[src/inc/sht_consts.svh]
// constant offsets, field positions, reset values and counts for the tuning block
`ifndef SHT_CONSTS_SVH
`define SHT_CONSTS_SVH

// register byte offsets
`define SHT_OFF_CTRL     12'h000
`define SHT_OFF_STATUS   12'h004
`define SHT_OFF_MASK     12'h008
`define SHT_OFF_CAPS     12'h00c
`define SHT_OFF_STATE    12'h010

// control register fields
`define SHT_CTRL_START   0
`define SHT_CTRL_CHOICE  1
`define SHT_CTRL_ASYNC   2
`define SHT_CTRL_BUS4    3
`define SHT_CTRL_CLKEN   4

// status and mask fields
`define SHT_ST_PASS      0
`define SHT_ST_FAIL      1
`define SHT_ST_CARD      2
`define SHT_ST_W         3

// capability and state fields
`define SHT_CAP_ASYNC    0
`define SHT_STATE_BUSY   0
`define SHT_STATE_TAP    8

// tuning delay line
`define SHT_TAPS         16
`define SHT_TAP_W        4
`define SHT_TAP_LAST     4'hf
`define SHT_LINE_W       5

// reset values
`define SHT_RST_CTRL     5'h00
`define SHT_RST_STAT     3'h0
`define SHT_RST_TAP      4'h0

`endif

[src/inc/sht_pkg.sv]
// types shared by the tuning block modules
package sht_pkg;
    `include "sht_consts.svh"

    // tuning engine states
    typedef enum logic [0:0] {
        SHT_IDLE = 1'b0,
        SHT_SEEK = 1'b1
    } sht_tune_st_e;

    // tuning engine state
    typedef struct packed {
        sht_tune_st_e          st;
        logic [`SHT_TAP_W-1:0] tap;
        logic [`SHT_TAP_W-1:0] tries;
        logic                  pass;
        logic                  done;
    } sht_tune_s;

    // top level state
    typedef struct packed {
        logic [1:0]                              clk_sy;
        logic                                    clk_prev;
        logic [`SHT_LINE_W-1:0]                  ln_s1;
        logic [`SHT_LINE_W-1:0]                  ln_s2;
        logic [1:0]                              ok_sy;
        logic [`SHT_TAPS-1:0][`SHT_LINE_W-1:0]   hist;
        logic                                    start;
        logic                                    choice;
        logic                                    async_en;
        logic                                    bus4;
        logic                                    clk_en;
        logic [`SHT_ST_W-1:0]                    stat;
        logic [`SHT_ST_W-1:0]                    mask;
        logic [`SHT_ST_W-1:0]                    rd_clr;
        logic                                    irq;
        logic [`SHT_LINE_W-1:0]                  smp;
        logic                                    smp_v;
        logic                                    pready;
        logic                                    pslverr;
        logic [31:0]                             prdata;
    } sht_main_s;
endpackage
[src/hdl/sht_tuner.sv]
// tuning engine: walks the sampling taps until the pattern check passes
`timescale 1ns/1ps
module sht_tuner
    import sht_pkg::*;
(
    input  wire logic                  pclk,
    input  wire logic                  presetn,
    input  wire logic                  start_p,
    input  wire logic                  abort_p,
    input  wire logic                  circ_rst_p,
    input  wire logic                  link_edge,
    input  wire logic                  pattern_ok,
    output logic                       busy,
    output logic                       done,
    output logic                       pass,
    output logic [`SHT_TAP_W-1:0]      tap
);
    sht_tune_s s_q;   // registered state
    sht_tune_s s_d;   // next state

    // ************************************************
    // next state
    // ************************************************
    always_comb begin
        s_d      = s_q;
        s_d.done = 1'b0;
        // circuit reset drops the learned tap, so the next search is long
        if (circ_rst_p) begin
            s_d.tap  = `SHT_RST_TAP;
            s_d.pass = 1'b0;
        end
        unique case (s_q.st)
            SHT_IDLE: begin
                if (start_p) begin
                    // retune starts at the kept tap: quick when still good
                    s_d.st    = SHT_SEEK;
                    s_d.tries = '0;
                    s_d.pass  = 1'b0;
                end
            end
            SHT_SEEK: begin
                if (abort_p) begin
                    s_d.st   = SHT_IDLE;   // abort reports failure
                    s_d.pass = 1'b0;
                    s_d.done = 1'b1;
                end else if (link_edge) begin
                    if (pattern_ok) begin
                        s_d.st   = SHT_IDLE;
                        s_d.pass = 1'b1;
                        s_d.done = 1'b1;
                    end else if (s_q.tries == `SHT_TAP_LAST) begin
                        s_d.st   = SHT_IDLE;   // every tap tried
                        s_d.pass = 1'b0;
                        s_d.done = 1'b1;
                    end else begin
                        s_d.tries = s_q.tries + 4'h1;
                        s_d.tap   = s_d.tap + 4'h1;
                    end
                end
            end
        endcase
    end

    // ************************************************
    // state register
    // ************************************************
    always_ff @(posedge pclk or negedge presetn) begin
        if (!presetn) begin
            s_q <= '{st: SHT_IDLE, tap: `SHT_RST_TAP, tries: '0, pass: 1'b0, done: 1'b0};
        end else begin
            s_q <= s_d;
        end
    end

    assign busy = (s_q.st == SHT_SEEK);
    assign done = s_q.done;
    assign pass = s_q.pass;
    assign tap  = s_q.tap;
endmodule

[src/hdl/sht_tuning_ctrl.sv]
// card sampling tuning and asynchronous card interrupt control with apb registers
`timescale 1ns/1ps

module sht_tuning_ctrl
    import sht_pkg::*;
#(
    parameter logic ASYNC_CAP = 1'b1    // async interrupt capability strap
)
(
    input  wire logic                   pclk,
    input  wire logic                   presetn,
    input  wire logic                   psel,
    input  wire logic                   penable,
    input  wire logic                   pwrite,
    input  wire logic [11:0]            paddr,
    input  wire logic [31:0]            pwdata,
    output logic                        pready,
    output logic                        pslverr,
    output logic [31:0]                 prdata,
    input  wire logic                   card_bus_clock,
    input  wire logic                   cmd_line,
    input  wire logic [3:0]             dat_line,
    input  wire logic                   pattern_ok,
    output logic                        card_clock_enable,
    output logic                        cmd_sample,
    output logic [3:0]                  dat_sample,
    output logic                        sample_valid,
    output logic                        irq
);
    sht_main_s s_q;                     // registered state
    sht_main_s s_d;                     // next state

    logic                  t_busy;      // tuning running
    logic                  t_done;      // tuning finished, one cycle
    logic                  t_pass;      // last tuning passed
    logic [`SHT_TAP_W-1:0] t_tap;       // tuned sampling tap
    logic                  link_edge;   // card clock rising edge seen
    logic                  acc;         // apb access completes now
    logic                  wr_ctrl;     // write to control register
    logic                  start_p;     // start request
    logic                  abort_p;     // abort request
    logic                  circ_rst_p;  // tuner reset request

    // ************************************************
    // address decode helpers
    // ************************************************
    function automatic logic is_mapped(input logic [11:0] a);
        is_mapped = (a == `SHT_OFF_CTRL) || (a == `SHT_OFF_STATUS) ||
                    (a == `SHT_OFF_MASK) || (a == `SHT_OFF_CAPS) ||
                    (a == `SHT_OFF_STATE);
    endfunction

    // read mux, used at setup to prepare the answer
    function automatic logic [31:0] rd_mux(input logic [11:0] a, input sht_main_s s,
                                           input logic busy, input logic [`SHT_TAP_W-1:0] tp);
        rd_mux = 32'h0000_0000;
        unique case (a)
            `SHT_OFF_CTRL: begin
                rd_mux[`SHT_CTRL_START]  = s.start;
                rd_mux[`SHT_CTRL_CHOICE] = s.choice;
                rd_mux[`SHT_CTRL_ASYNC]  = s.async_en;
                rd_mux[`SHT_CTRL_BUS4]   = s.bus4;
                rd_mux[`SHT_CTRL_CLKEN]  = s.clk_en;
            end
            `SHT_OFF_STATUS: rd_mux[`SHT_ST_W-1:0] = s.stat;
            `SHT_OFF_MASK:   rd_mux[`SHT_ST_W-1:0] = s.mask;
            `SHT_OFF_CAPS:   rd_mux[`SHT_CAP_ASYNC] = ASYNC_CAP;
            `SHT_OFF_STATE: begin
                rd_mux[`SHT_STATE_BUSY] = busy;
                rd_mux[`SHT_STATE_TAP +: `SHT_TAP_W] = tp;
            end
            default: rd_mux = 32'h0000_0000;   // unmapped reads zero
        endcase
    endfunction

    // ************************************************
    // request decode
    // ************************************************
    // the card clock is only sampled: edges come from the second sync flop
    assign link_edge  = s_q.clk_sy[1] & ~s_q.clk_prev;
    assign acc        = psel & penable & s_q.pready;
    assign wr_ctrl    = acc & pwrite & (paddr == `SHT_OFF_CTRL);
    assign start_p    = wr_ctrl & pwdata[`SHT_CTRL_START] & ~t_busy;
    assign abort_p    = wr_ctrl & ~pwdata[`SHT_CTRL_START] & t_busy;
    assign circ_rst_p = wr_ctrl & ~pwdata[`SHT_CTRL_CHOICE];

    // ************************************************
    // tuning engine
    // ************************************************
    sht_tuner u_tuner (
        .pclk       (pclk),
        .presetn    (presetn),
        .start_p    (start_p),
        .abort_p    (abort_p),
        .circ_rst_p (circ_rst_p),
        .link_edge  (link_edge),
        .pattern_ok (s_q.ok_sy[1]),
        .busy       (t_busy),
        .done       (t_done),
        .pass       (t_pass),
        .tap        (t_tap)
    );

    // ************************************************
    // next state
    // ************************************************
    always_comb begin
        logic [`SHT_ST_W-1:0]   ev;        // events this cycle
        logic [`SHT_LINE_W-1:0] ln;        // synced lines, cmd in bit 4
        logic                   dat1_low;  // card pulls dat1 low
        ev       = '0;
        ln       = s_q.ln_s2;
        dat1_low = ~ln[1];
        s_d      = s_q;

        // two flop synchronisers for every pin input
        s_d.clk_sy   = {s_q.clk_sy[0], card_bus_clock};
        s_d.clk_prev = s_q.clk_sy[1];
        s_d.ln_s1    = {cmd_line, dat_line};
        s_d.ln_s2    = s_q.ln_s1;
        s_d.ok_sy    = {s_q.ok_sy[0], pattern_ok};

        // line history on each card clock edge, feeds the tuned path
        s_d.smp_v = 1'b0;
        if (link_edge) begin
            s_d.hist  = {s_q.hist[`SHT_TAPS-2:0], ln};
            s_d.smp_v = 1'b1;
            // fixed path takes the edge value, tuned path a delayed one
            if (s_q.choice) begin
                s_d.smp = s_q.hist[t_tap];
            end else begin
                s_d.smp = ln;
            end
        end

        // tuning control bits
        if (start_p) begin
            s_d.start  = 1'b1;
            s_d.choice = 1'b0;
        end else if (abort_p) begin
            s_d.start = 1'b0;
        end else if (t_done) begin
            s_d.start  = 1'b0;
            s_d.choice = t_pass;
        end
        // a one written to choice never sets it; a zero clears it
        if (circ_rst_p) begin
            s_d.choice = 1'b0;
        end
        if (t_done) begin
            ev[`SHT_ST_PASS] = t_pass;
            ev[`SHT_ST_FAIL] = ~t_pass;
        end

        // other control fields
        if (wr_ctrl) begin
            // enable held off when the controller cannot take async irqs
            s_d.async_en = pwdata[`SHT_CTRL_ASYNC] & ASYNC_CAP;
            s_d.bus4     = pwdata[`SHT_CTRL_BUS4];
            s_d.clk_en   = pwdata[`SHT_CTRL_CLKEN];
        end

        // card interrupt: only dat1 in 4-bit mode counts
        if (s_q.bus4 && dat1_low) begin
            // async path needs no card clock edge at all
            if (s_q.async_en || link_edge) begin
                ev[`SHT_ST_CARD] = 1'b1;
            end
        end

        // apb setup: capture answer so the access phase is a flop
        s_d.pready  = psel & ~penable;
        s_d.pslverr = psel & ~penable & ~is_mapped(paddr);
        s_d.prdata  = 32'h0000_0000;
        s_d.rd_clr  = '0;
        if (psel && !penable && !pwrite) begin
            s_d.prdata = rd_mux(paddr, s_q, t_busy, t_tap);
            if (paddr == `SHT_OFF_STATUS) begin
                s_d.rd_clr = s_q.stat;   // clear only what was shown
            end
        end

        // mask write
        if (acc && pwrite && paddr == `SHT_OFF_MASK) begin
            s_d.mask = pwdata[`SHT_ST_W-1:0];
        end

        // sticky status: a new event wins over the read clear
        if (acc && !pwrite && paddr == `SHT_OFF_STATUS) begin
            s_d.stat = (s_q.stat & ~s_q.rd_clr) | ev;
        end else begin
            s_d.stat = s_q.stat | ev;
        end
        s_d.irq = |(s_d.stat & s_d.mask);
    end

    // ************************************************
    // state register
    // ************************************************
    always_ff @(posedge pclk or negedge presetn) begin
        if (!presetn) begin
            s_q <= '0;
        end else begin
            s_q <= s_d;
        end
    end

    // ************************************************
    // outputs, all straight from flops
    // ************************************************
    assign pready            = s_q.pready;
    assign pslverr           = s_q.pslverr;
    assign prdata            = s_q.prdata;
    assign card_clock_enable = s_q.clk_en;
    assign cmd_sample        = s_q.smp[4];
    assign dat_sample        = s_q.smp[3:0];
    assign sample_valid      = s_q.smp_v;
    assign irq               = s_q.irq;
endmodule

[config.mk]
export PLATFORM = sky130hd
export DESIGN_NAME = sht_tuning_ctrl
export DESIGN_NICKNAME = d
export VERILOG_FILES = /design/src/inc/sht_pkg.sv /design/src/hdl/sht_tuner.sv /design/src/hdl/sht_tuning_ctrl.sv
export VERILOG_INCLUDE_DIRS = /design/src /design/src/inc
export SDC_FILE = /design/constraint.sdc
export NUM_CORES = 1
export LEC_CHECK = 0
export BUFFER_PORTS_ARGS = -buffer_cell sky130_fd_sc_hd__buf_2
export CAP_MARGIN = 30
export CORE_MARGIN = 2
export CORE_UTILIZATION = 25
export CTS_BUF_LIST = sky130_fd_sc_hd__clkbuf_8
export CTS_CLUSTER_DIAMETER = 40
export DETAILED_ROUTE_END_ITERATION = 10
export PLACE_DENSITY = 0.46
export SLEW_MARGIN = 25
export SYNTH_ARGS = -nofsm -noshare
export SYNTH_HDL_FRONTEND = slang
export SYNTH_SLANG_ARGS = --single-unit
[constraint.sdc]
create_clock -name pclk -period 2.6 [get_ports pclk]
set_input_delay 0.13 -clock pclk [delete_from_list [all_inputs] [get_ports pclk]]
set_output_delay 0.13 -clock pclk [all_outputs]
set_load 0.02 [all_outputs]
==> qor.csv <==
metric,value,unit
routed vias,4344,
Die Span Y,161.6,um
dpl cell area,6703,sq um
crit path kind,in -> reg,
die width,161.6,um
P per Cell Area,790.7,nW/um^2
final clock skew,0.007216,ns
slowest library cell on the worst path,dlygate4sd3_1,
Worst Path Max Fanout,6,
Finished Layout Cells,1023,
"Cell Area, Synth",6207,sq um
Core ar.,24320,sq um
Clock Root Buffer,clkbuf_8,
Die Footprint,26100,sq um
vias in the first global route,4416,
Critical Path End,u_tuner.tap[1],
Combinational Power Share,0.207,
worst r2r src,u_tuner.s_q[2],
HPWL Detailed,8.697,mm
"Avg Cell Area, Syn",9.853,sq um
post-route cell area,7296,sq um
internal power of the cells,4.040,mW
Max clock buf depth,2,
Final Util,0.3000,
worst setup margin,0.1941,ns
Clock Sinks,138,
hold path depth,3,
max capacitance violation total,0,
clock slew at the register clock pins of the worst setup and hold paths,0.08,ns
part of the power in registers,0.475,
Tightest Pin Transition,0.6199,ns
Synth Instances,630,
H-tree depth,4,
status,completed,
layout cell share with drive strength beyond 1,0.1760,
Synth-to-Final Area Change,17.54,%
HP Start,paddr[2],
switch share,0.2997,
worst endpoint required time,2.93,ns
largest net degree at the start of global routing,93,
Synth Flop Type,dfrtp_1,
sw power,1.729,mW
#FFs+latches synth,138,
starting DRC count in detailed routing,229,
r2r worst-path depth,6,
max frequency,0.4156,GHz
max incr delay on CP,0.55,ns
R2R Path End,u_tuner.tap[1],
Setup TNS Final,0,ns
total CTS buffers,17,
crit-path cells,dlygate4sd3_1 -> buf_2 -> or2_2 -> or4_4 -> nor3_1 -> nor2b_1 -> ha_1 -> mux2_2,
r2r setup slk,0.63,ns
crit path launch,paddr[3],
residual DRC count,0,
Fin Hold WS,0.04914,ns
critical path arrival,2.73,ns
post_cts resized,0,
remaining global-route overflow,0,
CTS tree,done,
DRT Pass-1 Iters,4,
final net count,746,
num rows,57,
# setup viols final,0,
All-Layer GR Usage,0.1127,
relative slew slack,0.5859,
peak supply drop,0.2983,mV
Place WS,0.07595,ns
"Slew Viols, Final",0,
WL per Instance,13.36,um
clock share of power,0.318,
synth unique cells,46,
Layout fillers,2548,
Worst Hold Class,in -> reg,
Tmin final,2.406,ns
first-pass GRT wire length,23.06,mm
Leak Pwr,3.648,nW
synth warn,0,
Detailed Route WL,13.67,mm
register area share after synthesis,0.5563,
Vias/cell,4.246,
CP endpoint kind,register,
Starting Density,0.2552,
crit share post-route,0.9254,
port buffer count,47,
initial antenna violation count,0,
hold violation count in the final report,0,
# diodes,0,
clk_lat worst skew,0.44,ns
crit start category,input pin,
share of synthesized registers carrying an async set or reset,1.000,
Final Power,5.768,mW
RSZ-0062 raised after global routing,false,
number of synthesized flops with an enable pin,0,
post-placement cell count,976,
Final ANT Viol Nets,0,
IO Count,98,
RePlAce Congestion,0.7350,
## area by class of cell
cell class / count / area, sq um / share of cell area
Multi-Input combinational cell: 439 / 2421 / 0.3318
Clock buffer: 21 / 289.0 / 0.03962
Clock inverter: 9 / 123.9 / 0.01698
Sequential cell: 138 / 3453 / 0.4733
Tap cell: 324 / 405.4 / 0.05557
Timing Repair Buffer: 81 / 561.8 / 0.07700
Inverter: 11 / 41.29 / 0.005659
## flip-flops by register name, indices dropped and copies added, names as in the netlist
signal,count
card_clock_enable,1
prdata,9
u_tuner.done,1
s_d,8
u_tuner.busy,1
pready,1
u_tuner.s_q,4
dat_sample,4
u_tuner.pass,1
irq,1
cmd_sample,1
pslverr,1
s_q,100
u_tuner.tap,4
sample_valid,1
## placed cells by master, fill, tap and decap left out, types with 2 or more instances in the layout
cell type,netlist,final
nor2b_1,5,5
nor2_1,14,14
xor2_1,2,2
mux2_2,2,2
a21oi_1,14,14
a221oi_1,5,5
nand2_1,259,259
buf_4,36,16
mux4_2,20,20
o21ai_0,10,10
nand3_1,6,6
and2_1,10,10
conb_1,1,23
dfrtp_1,138,138
clkinvlp_4,0,3
ha_1,2,2
a21boi_0,3,3
buf_2,1,46
a22o_1,5,5
and3_1,3,3
nor4_1,5,5
or4_4,2,2
a211oi_1,2,2
dlygate4sd3_1,0,16
nor3b_1,7,7
inv_1,11,13
buf_12,0,2
mux2i_1,4,4
a31oi_1,2,2
a211o_1,4,4
nor3_1,5,5
a22oi_1,2,2
nand2b_1,7,6
or2_2,3,3
clkbuf_8,0,21
bufinv_16,0,3
## worst min-delay path by stage
stage | to | slack (ns)
floorplan | card_clock_enable | -0.17
global placement | s_q[42] | 0.14
detailed placement | prdata[3] | 0.14
CTS | prdata[1] | 0.01
global route | prdata[1] | 0.07
finish | prdata[1] | 0.05
## cells in the mapped netlist (5+ instances only)
cell | count | area (sq um)
mux4_2 | 20 | 450.4
buf_4 | 36 | 270.3
clkbuf_1 | 23 | 86.33
a21oi_1 | 14 | 70.07
a22o_1 | 5 | 43.79
nor2b_1 | 5 | 31.28
nor3_1 | 5 | 25.02
nand2b_1 | 7 | 43.79
o21ai_0 | 10 | 50.05
nand3_1 | 6 | 30.03
nand2_1 | 259 | 972.2
a221oi_1 | 5 | 43.79
dfrtp_1 | 138 | 3453
inv_1 | 11 | 41.29
and2_1 | 10 | 62.56
nor4_1 | 5 | 31.28
nor2_1 | 14 | 52.55
nor3b_1 | 7 | 52.55
## critical path, delay by kind of cell
family | cells | cell delay [ns]
and+or+nand+nor | 4 | 1.36
buffers and inverters | 2 | 0.70
adders and majority gates | 1 | 0.28
muxes | 1 | 0.26
## cell families (layout without fill, tap and decap cells)
family                     Yosys count  count (layout)  synth area share
DFF                                138             138            0.5563
muxes                               27              27           0.08506
other                                1              23         0.0006041
AOI/OAI and AO/OA                   55              55           0.06027
and+or+nand+nor                    330             330            0.2235
adders and majority gates            2               2          0.004031
buffers and inverters               75             122           0.06732
xor gates and xnor gates             2               2          0.002823
## power groups by stage
stage	Sequential [mW]	Clock [mW]	Combinational [mW]
finish	2.74	1.84	1.19
global route	2.79	2.00	1.33
CTS	2.74	1.89	1.23
detailed placement	2.78	0	1.21
global placement	2.78	0	1.19
floorplan	2.67	0	0.926
## metal layers
metal | global-route usage | vias to the layer above | wire [um]
li1 | - | 2125 | -
met1 | 0.1479 | 2141 | 6563
met2 | 0.1810 | 67 | 6458
met3 | 0.02773 | 11 | 426
met4 | 0.04099 | 0 | 221
met5 | 0 | - | 0
## timing repair
action / in CTS / in global routing
hold buffers: 16 / 0
hold endpoints to repair: 73 / 0
buffers inserted: 0 / 0
Note: power is estimated with default switching activity, not from simulation.
